**src/rtl/pcc_params.svh**
```systemverilog
// Constants of the preset count controller: timing, limits and register offsets.
// Assumes a 200 MHz system clock and a 5-bit register address.
`ifndef PCC_PARAMS_SVH
`define PCC_PARAMS_SVH

// ****************************************************************
// Clock and timing figures
// ****************************************************************
`define PCC_CLK_HZ          200000000
`define PCC_CLK_KHZ         200000
`define PCC_RATE_LO_CPS     30
`define PCC_RATE_HI_CPS     5000
`define PCC_PULSE_LONG_MS   500
`define PCC_PULSE_SHORT_MS  50
`define PCC_RST_LONG_MS     20
`define PCC_RST_SHORT_MS    1

// ****************************************************************
// Count limits and reset values
// ****************************************************************
`define PCC_PV_MIN          16'hfc19
`define PCC_PV_MAX          16'h270f
`define PCC_CFG_RESET       6'h00
`define PCC_IEN_RESET       3'h0

// ****************************************************************
// Register offsets and interrupt bit positions
// ****************************************************************
`define PCC_OFS_STATUS      5'h00
`define PCC_OFS_CLEAR       5'h04
`define PCC_OFS_ENABLE      5'h08
`define PCC_OFS_PV          5'h0c
`define PCC_OFS_SV          5'h10
`define PCC_OFS_CFG         5'h14
`define PCC_IRQ_REACH       0
`define PCC_IRQ_UNDER       1
`define PCC_IRQ_RESET       2

`endif

```
**src/rtl/pcc_pkg.sv**
```systemverilog
// Types shared by the preset count controller.
// Assumes the constants header is used beside it for every number.
package pcc_pkg;

  typedef enum logic [1:0] {
    PCC_HOLD_STOP      = 2'b00,
    PCC_OVERCOUNT_HOLD = 2'b01,
    PCC_AUTO_RELOAD    = 2'b10,
    PCC_OVERRUN_PULSE  = 2'b11
  } pcc_mode_e;

  typedef enum logic [1:0] {
    PCC_OUT_OFF   = 2'b00,
    PCC_OUT_LATCH = 2'b01,
    PCC_OUT_PULSE = 2'b10
  } pcc_out_e;

  // Bit order follows the six switches, switch 1 in the lowest bit.
  typedef struct packed {
    logic      rst_short;
    logic      pulse_short;
    pcc_mode_e mode;
    logic      count_down;
    logic      rate_hi;
  } pcc_cfg_s;

  typedef struct packed {
    logic       clear;
    logic       protect;
    logic [3:0] up;
    logic [3:0] down;
  } pcc_keys_s;

endpackage

```
**src/rtl/pcc_top.sv**
```systemverilog
// Preset count controller: filtered counting, four output modes, set-value keys.
// Assumes raw pin inputs, a 200 MHz sys_clk and a one-cycle register port master.
//
// Design decisions made here: the plain strobed port and the placing of the registers.
`timescale 1ns/1ps
`include "pcc_params.svh"

module pcc_top #(
  parameter int unsigned FILT_LO_CYC    = `PCC_CLK_HZ / (4 * `PCC_RATE_LO_CPS),
  parameter int unsigned FILT_HI_CYC    = `PCC_CLK_HZ / (4 * `PCC_RATE_HI_CPS),
  parameter int unsigned PULSE_LONG_CYC = `PCC_CLK_KHZ * `PCC_PULSE_LONG_MS,
  parameter int unsigned PULSE_SHRT_CYC = `PCC_CLK_KHZ * `PCC_PULSE_SHORT_MS,
  parameter int unsigned RST_LONG_CYC   = `PCC_CLK_KHZ * `PCC_RST_LONG_MS,
  parameter int unsigned RST_SHRT_CYC   = `PCC_CLK_KHZ * `PCC_RST_SHORT_MS
) (
  input  wire logic              sys_clk,
  input  wire logic              nrst,
  input  wire logic              count_in,
  input  wire logic              reset_in,
  input  wire pcc_pkg::pcc_keys_s keys_in,
  input  wire logic [5:0]        cfg_sw,
  input  wire logic [4:0]        reg_addr,
  input  wire logic [31:0]       reg_wdata,
  input  wire logic              reg_wr,
  input  wire logic              reg_rd,
  output logic [31:0]            reg_rdata,
  output logic                   ctrl_out,
  output logic                   ctrl_ind,
  output logic                   reset_ind,
  output logic                   key_prot_ind,
  output logic                   underflow_err,
  output logic                   irq,
  output logic [15:0]            present_value,
  output logic [15:0]            set_value_bcd
);

  // ****************************************************************
  // Pin synchronisers and edge detection
  // ****************************************************************
  logic [17:0]         sync1_ff;
  logic [17:0]         sync2_ff;
  logic [9:0]          key_q_ff;
  wire  [17:0]         pin_raw = {cfg_sw, keys_in, reset_in, count_in};
  wire                 cnt_s   = sync2_ff[0];
  wire                 rst_s   = sync2_ff[1];
  wire pcc_pkg::pcc_keys_s keys_s = pcc_pkg::pcc_keys_s'(sync2_ff[11:2]);
  wire pcc_pkg::pcc_keys_s key_rise = pcc_pkg::pcc_keys_s'(sync2_ff[11:2] & ~key_q_ff);

  always_ff @(posedge sys_clk or negedge nrst)
  begin
    if (!nrst)
    begin
      sync1_ff <= 18'h00000;
      sync2_ff <= 18'h00000;
      key_q_ff <= 10'h000;
    end
    else
    begin
      sync1_ff <= pin_raw;
      sync2_ff <= sync1_ff;
      key_q_ff <= sync2_ff[11:2];
    end
  end

  // ****************************************************************
  // Switch capture after power-up
  // ****************************************************************
  pcc_pkg::pcc_cfg_s   cfg_ff;
  logic [1:0]          cfg_wait_ff;
  logic                cfg_done_ff;
  // The synchroniser needs two edges after release before the switches are valid.
  wire                 cfg_load = (cfg_wait_ff == 2'h2);

  always_ff @(posedge sys_clk or negedge nrst)
  begin
    if (!nrst)
    begin
      cfg_ff      <= pcc_pkg::pcc_cfg_s'(`PCC_CFG_RESET);
      cfg_wait_ff <= 2'h0;
      cfg_done_ff <= 1'b0;
    end
    else
    begin
      if (cfg_wait_ff != 2'h3)
        cfg_wait_ff <= cfg_wait_ff + 2'h1;
      if (cfg_load)
        cfg_ff <= pcc_pkg::pcc_cfg_s'(sync2_ff[17:12]);
      cfg_done_ff <= cfg_done_ff || cfg_load;
    end
  end

  wire                 pulse_mode = cfg_ff.mode[1];
  wire                 hold_stop  = (cfg_ff.mode == pcc_pkg::PCC_HOLD_STOP);
  wire                 auto_mode  = (cfg_ff.mode == pcc_pkg::PCC_AUTO_RELOAD);
  wire                 protect    = keys_s.protect;

  // ****************************************************************
  // Count input filter
  // ****************************************************************
  logic [31:0]         filt_cnt_ff;
  logic                filt_lvl_ff;
  wire  [31:0]         filt_len  = cfg_ff.rate_hi ? FILT_HI_CYC : FILT_LO_CYC;
  wire  [31:0]         filt_inc  = filt_cnt_ff + 32'h00000001;
  wire                 filt_flip = (cnt_s != filt_lvl_ff) && (filt_inc >= filt_len);
  wire                 cnt_rise  = filt_flip && cnt_s;

  always_ff @(posedge sys_clk or negedge nrst)
  begin
    if (!nrst)
    begin
      filt_cnt_ff <= 32'h00000000;
      filt_lvl_ff <= 1'b0;
    end
    else
    begin
      filt_cnt_ff <= (cnt_s != filt_lvl_ff && !filt_flip) ? filt_inc : 32'h00000000;
      if (filt_flip)
        filt_lvl_ff <= cnt_s;
    end
  end

  // ****************************************************************
  // Reset input width qualifier
  // ****************************************************************
  logic [31:0]         rst_cnt_ff;
  logic                rst_hold_ff;
  wire  [31:0]         rst_len  = cfg_ff.rst_short ? RST_SHRT_CYC : RST_LONG_CYC;
  wire                 rst_take = rst_s && !rst_hold_ff && (rst_cnt_ff + 32'h00000001 >= rst_len);

  always_ff @(posedge sys_clk or negedge nrst)
  begin
    if (!nrst)
    begin
      rst_cnt_ff  <= 32'h00000000;
      rst_hold_ff <= 1'b0;
    end
    else
    begin
      rst_cnt_ff  <= (rst_s && !rst_hold_ff) ? rst_cnt_ff + 32'h00000001 : 32'h00000000;
      rst_hold_ff <= rst_s && (rst_hold_ff || rst_take);
    end
  end

  wire                 clr_evt = key_rise.clear && !protect;
  wire                 reinit  = clr_evt || rst_hold_ff || cfg_load;

  // ****************************************************************
  // Set value digits
  // ****************************************************************
  logic [3:0]          sv_dig_ff [4];
  genvar               gd;
  generate
    for (gd = 0; gd < 4; gd++)
    begin : g_digit
      wire up_evt = key_rise.up[gd] && !protect;
      wire dn_evt = key_rise.down[gd] && !protect;
      always_ff @(posedge sys_clk or negedge nrst)
      begin
        if (!nrst)
          sv_dig_ff[gd] <= 4'h0;
        else if (up_evt)
          sv_dig_ff[gd] <= (sv_dig_ff[gd] == 4'h9) ? 4'h0 : sv_dig_ff[gd] + 4'h1;
        else if (dn_evt)
          sv_dig_ff[gd] <= (sv_dig_ff[gd] == 4'h0) ? 4'h9 : sv_dig_ff[gd] - 4'h1;
      end
    end
  endgenerate

  wire  [15:0]         sv_bin = {12'h000, sv_dig_ff[0]} + 16'({12'h000, sv_dig_ff[1]} * 16'h000a)
                              + 16'({12'h000, sv_dig_ff[2]} * 16'h0064)
                              + 16'({12'h000, sv_dig_ff[3]} * 16'h03e8);

  // ****************************************************************
  // Present value
  // ****************************************************************
  logic [15:0]         pv_ff;
  logic                uf_ff;
  logic                match_q_ff;
  pcc_pkg::pcc_out_e   out_ff;
  pcc_pkg::pcc_out_e   nxt_out;
  logic [31:0]         tmr_ff;
  logic [31:0]         nxt_tmr;

  wire  [15:0]         target   = cfg_ff.count_down ? 16'h0000 : sv_bin;
  wire  [15:0]         init_val = cfg_ff.count_down ? sv_bin : 16'h0000;
  wire                 match    = (pv_ff == target);
  wire                 frozen   = hold_stop && (match || out_ff == pcc_pkg::PCC_OUT_LATCH);
  wire                 cnt_step = cnt_rise && cfg_done_ff && !rst_hold_ff && !frozen;
  wire  [15:0]         step_val = cfg_ff.count_down ? pv_ff - 16'h0001 : pv_ff + 16'h0001;
  wire                 at_lim   = cfg_ff.count_down ? (pv_ff == `PCC_PV_MIN)
                                                    : (pv_ff == `PCC_PV_MAX);
  wire                 uf_evt   = cnt_step && at_lim && cfg_ff.count_down;
  wire                 auto_hit = cnt_step && auto_mode && (step_val == target);
  wire                 hit      = auto_hit || (match && !match_q_ff);
  wire  [15:0]         nxt_pv   = reinit || auto_hit ? init_val
                                : (cnt_step && !at_lim) ? step_val : pv_ff;
  always_ff @(posedge sys_clk or negedge nrst)
  begin
    if (!nrst)
    begin
      pv_ff      <= 16'h0000;
      uf_ff      <= 1'b0;
      match_q_ff <= 1'b0;
    end
    else
    begin
      pv_ff      <= nxt_pv;
      uf_ff      <= (uf_ff && !(clr_evt || rst_hold_ff)) || uf_evt;
      // forcing the edge makes a zero set value fire on release.
      match_q_ff <= match && !reinit;
    end
  end

  // ****************************************************************
  // Control output state machine
  // ****************************************************************
  // pulse length
  wire  [31:0]         pulse_len = cfg_ff.pulse_short ? PULSE_SHRT_CYC : PULSE_LONG_CYC;

  always_comb
  begin
    nxt_out = out_ff;
    nxt_tmr = tmr_ff;
    if (reinit)
    begin
      nxt_out = pcc_pkg::PCC_OUT_OFF;
      nxt_tmr = 32'h00000000;
    end
    else
    begin
      case (out_ff)
        pcc_pkg::PCC_OUT_OFF:
        begin
          if (!pulse_mode && match)
            nxt_out = pcc_pkg::PCC_OUT_LATCH;
          else if (pulse_mode && hit)
          begin
            nxt_out = pcc_pkg::PCC_OUT_PULSE;
            nxt_tmr = pulse_len;
          end
        end
        pcc_pkg::PCC_OUT_LATCH:
          nxt_out = pcc_pkg::PCC_OUT_LATCH;
        pcc_pkg::PCC_OUT_PULSE:
        begin
          if (hit)
            nxt_tmr = pulse_len;
          else if (tmr_ff <= 32'h00000001)
          begin
            nxt_out = pcc_pkg::PCC_OUT_OFF;
            nxt_tmr = 32'h00000000;
          end
          else
            nxt_tmr = tmr_ff - 32'h00000001;
        end
        default:
        begin
          nxt_out = pcc_pkg::PCC_OUT_OFF;
          nxt_tmr = 32'h00000000;
        end
      endcase
    end
  end

  always_ff @(posedge sys_clk or negedge nrst)
  begin
    if (!nrst)
    begin
      out_ff <= pcc_pkg::PCC_OUT_OFF;
      tmr_ff <= 32'h00000000;
    end
    else
    begin
      out_ff <= nxt_out;
      tmr_ff <= nxt_tmr;
    end
  end

  // ****************************************************************
  // Interrupts and register port
  // ****************************************************************
  logic [2:0]          ist_ff;
  logic [2:0]          ien_ff;
  logic [31:0]         rdata_ff;
  logic                prot_ff;
  wire                 reach_evt = (out_ff == pcc_pkg::PCC_OUT_OFF)
                                && (nxt_out != pcc_pkg::PCC_OUT_OFF);
  wire  [2:0]          ev_vec    = {rst_take, uf_evt, reach_evt};
  wire                 wr_clr    = reg_wr && (reg_addr == `PCC_OFS_CLEAR);
  wire                 wr_en     = reg_wr && (reg_addr == `PCC_OFS_ENABLE);
  wire  [31:0]         rd_mux    =
      (reg_addr == `PCC_OFS_STATUS) ? {29'h0, ist_ff} :
      (reg_addr == `PCC_OFS_ENABLE) ? {29'h0, ien_ff} :
      (reg_addr == `PCC_OFS_PV)     ? {16'h0000, pv_ff} :
      (reg_addr == `PCC_OFS_SV)     ? {16'h0000, set_value_bcd} :
      (reg_addr == `PCC_OFS_CFG)    ? {24'h000000, cfg_done_ff, uf_ff, 6'(cfg_ff)} :
                                      32'h00000000;

  always_ff @(posedge sys_clk or negedge nrst)
  begin
    if (!nrst)
    begin
      ist_ff   <= 3'h0;
      ien_ff   <= `PCC_IEN_RESET;
      rdata_ff <= 32'h00000000;
      prot_ff  <= 1'b0;
    end
    else
    begin
      // A new event wins over a clear in the same cycle.
      ist_ff   <= (ist_ff & ~(wr_clr ? reg_wdata[2:0] : 3'h0)) | ev_vec;
      if (wr_en)
        ien_ff <= reg_wdata[2:0];
      rdata_ff <= reg_rd ? rd_mux : 32'h00000000;
      prot_ff  <= protect;
    end
  end

  assign reg_rdata     = rdata_ff;
  assign ctrl_out      = (out_ff != pcc_pkg::PCC_OUT_OFF);
  assign ctrl_ind      = ctrl_out;
  assign reset_ind     = rst_hold_ff;
  assign key_prot_ind  = prot_ff;
  assign underflow_err = uf_ff;
  assign irq           = |(ist_ff & ien_ff);
  assign present_value = pv_ff;
  assign set_value_bcd = {sv_dig_ff[3], sv_dig_ff[2], sv_dig_ff[1], sv_dig_ff[0]};
endmodule

```
**config.mk**
```make
export PLATFORM = sky130hd
export DESIGN_NAME = pcc_top
export DESIGN_NICKNAME = d
export VERILOG_FILES = /design/src/rtl/pcc_pkg.sv /design/src/rtl/pcc_top.sv
export VERILOG_INCLUDE_DIRS = /design/src /design/src/rtl
export SDC_FILE = /design/constraint.sdc
export NUM_CORES = 1
export LEC_CHECK = 0
export BUFFER_PORTS_ARGS = -buffer_cell sky130_fd_sc_hd__buf_2
export CAP_MARGIN = 10
export CORE_ASPECT_RATIO = 0.75
export CORE_MARGIN = 1.5
export CORE_UTILIZATION = 56
export CTS_BUF_LIST = sky130_fd_sc_hd__clkbuf_8
export DETAILED_ROUTE_END_ITERATION = 16
export GPL_ROUTABILITY_DRIVEN = 0
export PLACE_DENSITY = 0.79
export RECOVER_POWER = 50
export SYNTH_ARGS = -nofsm -noshare
export SYNTH_HDL_FRONTEND = slang
export SYNTH_SLANG_ARGS = --single-unit
```
**constraint.sdc**
```tcl
create_clock -name sys_clk -period 6.39 [get_ports sys_clk]
set_input_delay 0.3195 -clock sys_clk [delete_from_list [all_inputs] [get_ports sys_clk]]
set_output_delay 0.3195 -clock sys_clk [all_outputs]
set_load 0.05 [all_outputs]
```
==> results.md <==
* DIE HEIGHT at 139 um
* Number of buffers and inverters on the critical path at 4
* Root Buffer: clkbuf_8
* Min Hold Slack at 0.0304 ns
* Warning count from the yosys run at 0
* First-pass GRT wire length at 57100 um
* Failing checks: capacitance limit, slew limit
* Filler instances at 1875
* Reg area at 5280 sq um
* Via density at 6.10
* Distinct cells, synth at 79
* Status: finished with violations
* Floorplan core area at 24100 sq um
* Worst setup margin at 0.224 ns
* Final Cycle Share at 0.965
* Max-slew violation count at 139
* CTS tree: yes
* Die Wd at 184 um
* Sequential element share of the synthesized area at 0.383
* IO buf count at 83
* Critical path launch point type: flop
* Largest net degree at the start of global routing at 139
* Area grow syn2layout at 15.4%
* Fmax at 162 MHz
* Max Cap Viol at 1
* Syn Std Cell Area at 13800 sq um
* DR iter-0 viols at 1304
* Worst Max-Slew Pin Slew at 3.41 ns
* Antenna Nets Post-Route at 0
* Number of buffers created by CTS at 35
* H-tree levels at 2
* Highest Signal Layer: met4
* Initial Util at 0.573
* Final Critical Period at 6.17 ns
* Mapped Cells at 1479
* Fin nets at 1794
* Hold crit path type: input pin to flop
* Clk pin slew, worst setup/hold paths at 0.07 ns
* Vias in the first global route at 11500
* Final HPWL DP at 24800 um
* #FFs+latches synth at 211
* EDFF count, synth at 0
* Worst EP required at 6.89 ns
* Crit Path Category: flop to flop
* FF-to-FF Start: set_value_bcd[15]
* Congestion Overflow GR at 0
* Syn Area/Cell at 9.33 sq um
* Place WS at -0.0762 ns
* Final Non-Filler Cells at 1977
* Share of cells above drive strength 1 at 0.139
* Post-synth top flop: dfrtp_1
* Initial antenna violation count at 2
* Met3 wire len at 2560 um
* Critical path's top delay family: adder cells
* Worst-skew pair later-pin latency at 0.56 ns
* CP startpoint: set_value_bcd[15]
* Min-delay src: reg_wdata[2]
* Maximum fanout along the worst path at 19
* DR WL/cell at 17.9 um
* Full die area at 25600 sq um
* Worst slew margin at -1.27
* Inst Count DP at 1884
* Routed wl met2 at 15900 um
* Skew final at 0.0139 ns
* DRC errors left at 0
* Reg2Reg Setup Slack at 0.22 ns
* Met1 WL at 15900 um
* Max stage delay on crit path at 0.61 ns
* Tot GR Track Use at 0.276
* Final setup viols at 0
* Clk buf depth at 3
* Post-synth ARST share at 1.00
* CP arrival at 6.67 ns
* Critical path's slowest cell: fa_2
* Total number of vias at 12100
* Ports at 129
* Hold Violations, Final at 0
* Area occupied by multi-input gates at 8250 sq um
* Layout Utilization at 0.661
* Cell Rows at 49
* Final wirelength at 35500 um
* CP endpoint kind: flop
* Sink Count at 211
* Pre-antenna DRT Iters at 9
[registers in the layout, summed over array words and instances, names as in the netlist, 2 cells and up]
register       cells
filt_cnt_ff       32
cfg_wait_ff        2
sync1_ff          18
sync2_ff          18
ist_ff             3
tmr_ff            32
key_q_ff          10
rst_cnt_ff        32
present_value     16
out_ff             2
ien_ff             3
cfg_ff             6
reg_rdata         16
set_value_bcd     16
[cell families (layout without fill, tap and decap cells)]
family	after synthesis	in the layout	share of synthesized area
muxes	37	37	0.0281
AOI/OAI and AO/OA	331	331	0.161
other	1	29	0.000272
xor gates and xnor gates	111	111	0.0725
and+or+nand+nor	537	537	0.198
adders and majority gates	116	116	0.115
buffers and inverters	135	274	0.0422
DFF	211	211	0.383
[cell usage after synthesis, drive strengths merged (5+ instances only)]
cell | n | area (sq um)
o21a | 5 | 37.5
o31ai | 9 | 67.6
nand4b | 5 | 43.8
buf | 23 | 161
nor4b | 7 | 97.6
or3 | 10 | 62.6
a211oi | 14 | 105
nand3b | 10 | 75.1
nor3 | 51 | 260
mux2i | 23 | 230
clkbuf | 55 | 206
nand2b | 13 | 81.3
a31oi | 27 | 169
a21o | 14 | 105
nand2 | 116 | 435
and3 | 26 | 163
inv | 57 | 214
xor2 | 46 | 403
nand3 | 38 | 190
nand4 | 22 | 144
a22oi | 16 | 120
o22ai | 7 | 43.8
fa | 18 | 360
ha | 98 | 1230
nor2b | 15 | 93.8
nor4 | 16 | 100
nor2 | 156 | 588
xnor2 | 63 | 552
or2 | 9 | 56.3
a32o | 6 | 60.1
a21oi | 58 | 290
o21ai | 82 | 410
and2 | 13 | 81.3
mux2 | 14 | 158
o21bai | 5 | 37.5
o41ai | 12 | 105
a31o | 10 | 87.6
and4 | 5 | 43.8
a22o | 9 | 78.8
o211ai | 7 | 52.6
nor3b | 12 | 90.1
dfrtp | 211 | 5280
[metrics by stage]
stage	TNS [ns]	area [sq um]
6_report	0	15900
5_1_grt	-0.100	15900
4_1_cts	0	15700
3_5_place_dp	-0.388	14800
3_3_place_gp	0	14800
2_1_floorplan	0	14000
[layer usage]
layer | up-vias | track usage
met3 | 90 | 0.0509
met1 | 5903 | 0.392
met2 | 468 | 0.424
met4 | 0 | 0.0966
li1 | 5605 | -
met5 | - | 0
[worst register-to-register path, cell delays in order (launching register included)]
cell,delay [ns]
dfrtp_2,0.42
fa_2,0.61
fa_1,0.42
ha_1,0.30
inv_1,0.08
nor2_1,0.05
o21ai_1,0.17
nand2_1,0.09
xnor2_1,0.13
ha_1,0.34
ha_4,0.26
ha_4,0.25
a2111oi_4,0.28
o21ai_1,0.13
buf_4,0.16
a221oi_2,0.22
buf_4,0.19
nor3_1,0.06
mux2i_1,0.18
a211oi_2,0.12
o2111ai_4,0.35
nor2_1,0.11
or4b_4,0.56
buf_12,0.17
o41ai_1,0.28
a32o_1,0.17
[area by class of cell]
type	instances	share of cell area
diodes	2	0.000314
clock buffers	42	0.0363
clock inverters	20	0.00778
inverters	57	0.0134
multi-input cells	1159	0.518
flip-flops and latches	211	0.332
well taps	331	0.0260
repair buffers	155	0.0658
[cell usage in the layout (no fill, tap or decap), drive strengths merged, types with 58 or more instances in the layout]
master,n
a21oi,58
buf,97
clkbuf,79
dfrtp,211
ha,98
inv,64
nand2,116
nor2,156
o21ai,82
xnor2,63
[timing repair]
item	in CTS	in global routing
hold buffers	21	0
gates cloned	0	1
endpoints found under the setup margin	17	48
endpoints found under the hold margin	157	0
pin swaps	0	20
resized for setup	3	27
buffers inserted	0	7
[final timing paths]
| path | to | cells after the start |
|---|---|---|
| hold reg to reg | sync2_ff[8] | 0 |
| setup / recovery | tmr_ff[21] | 25 |
| setup reg to reg | tmr_ff[21] | 25 |
| min in group asynchronous | present_value[15] | 2 |
| max in group asynchronous | tmr_ff[24] | 3 |
| hold / removal | ien_ff[2] | 2 |
Power is left out: the tool's default activity adds up to more than one toggle a clock period on the data nets, which glitch-free logic cannot reach.
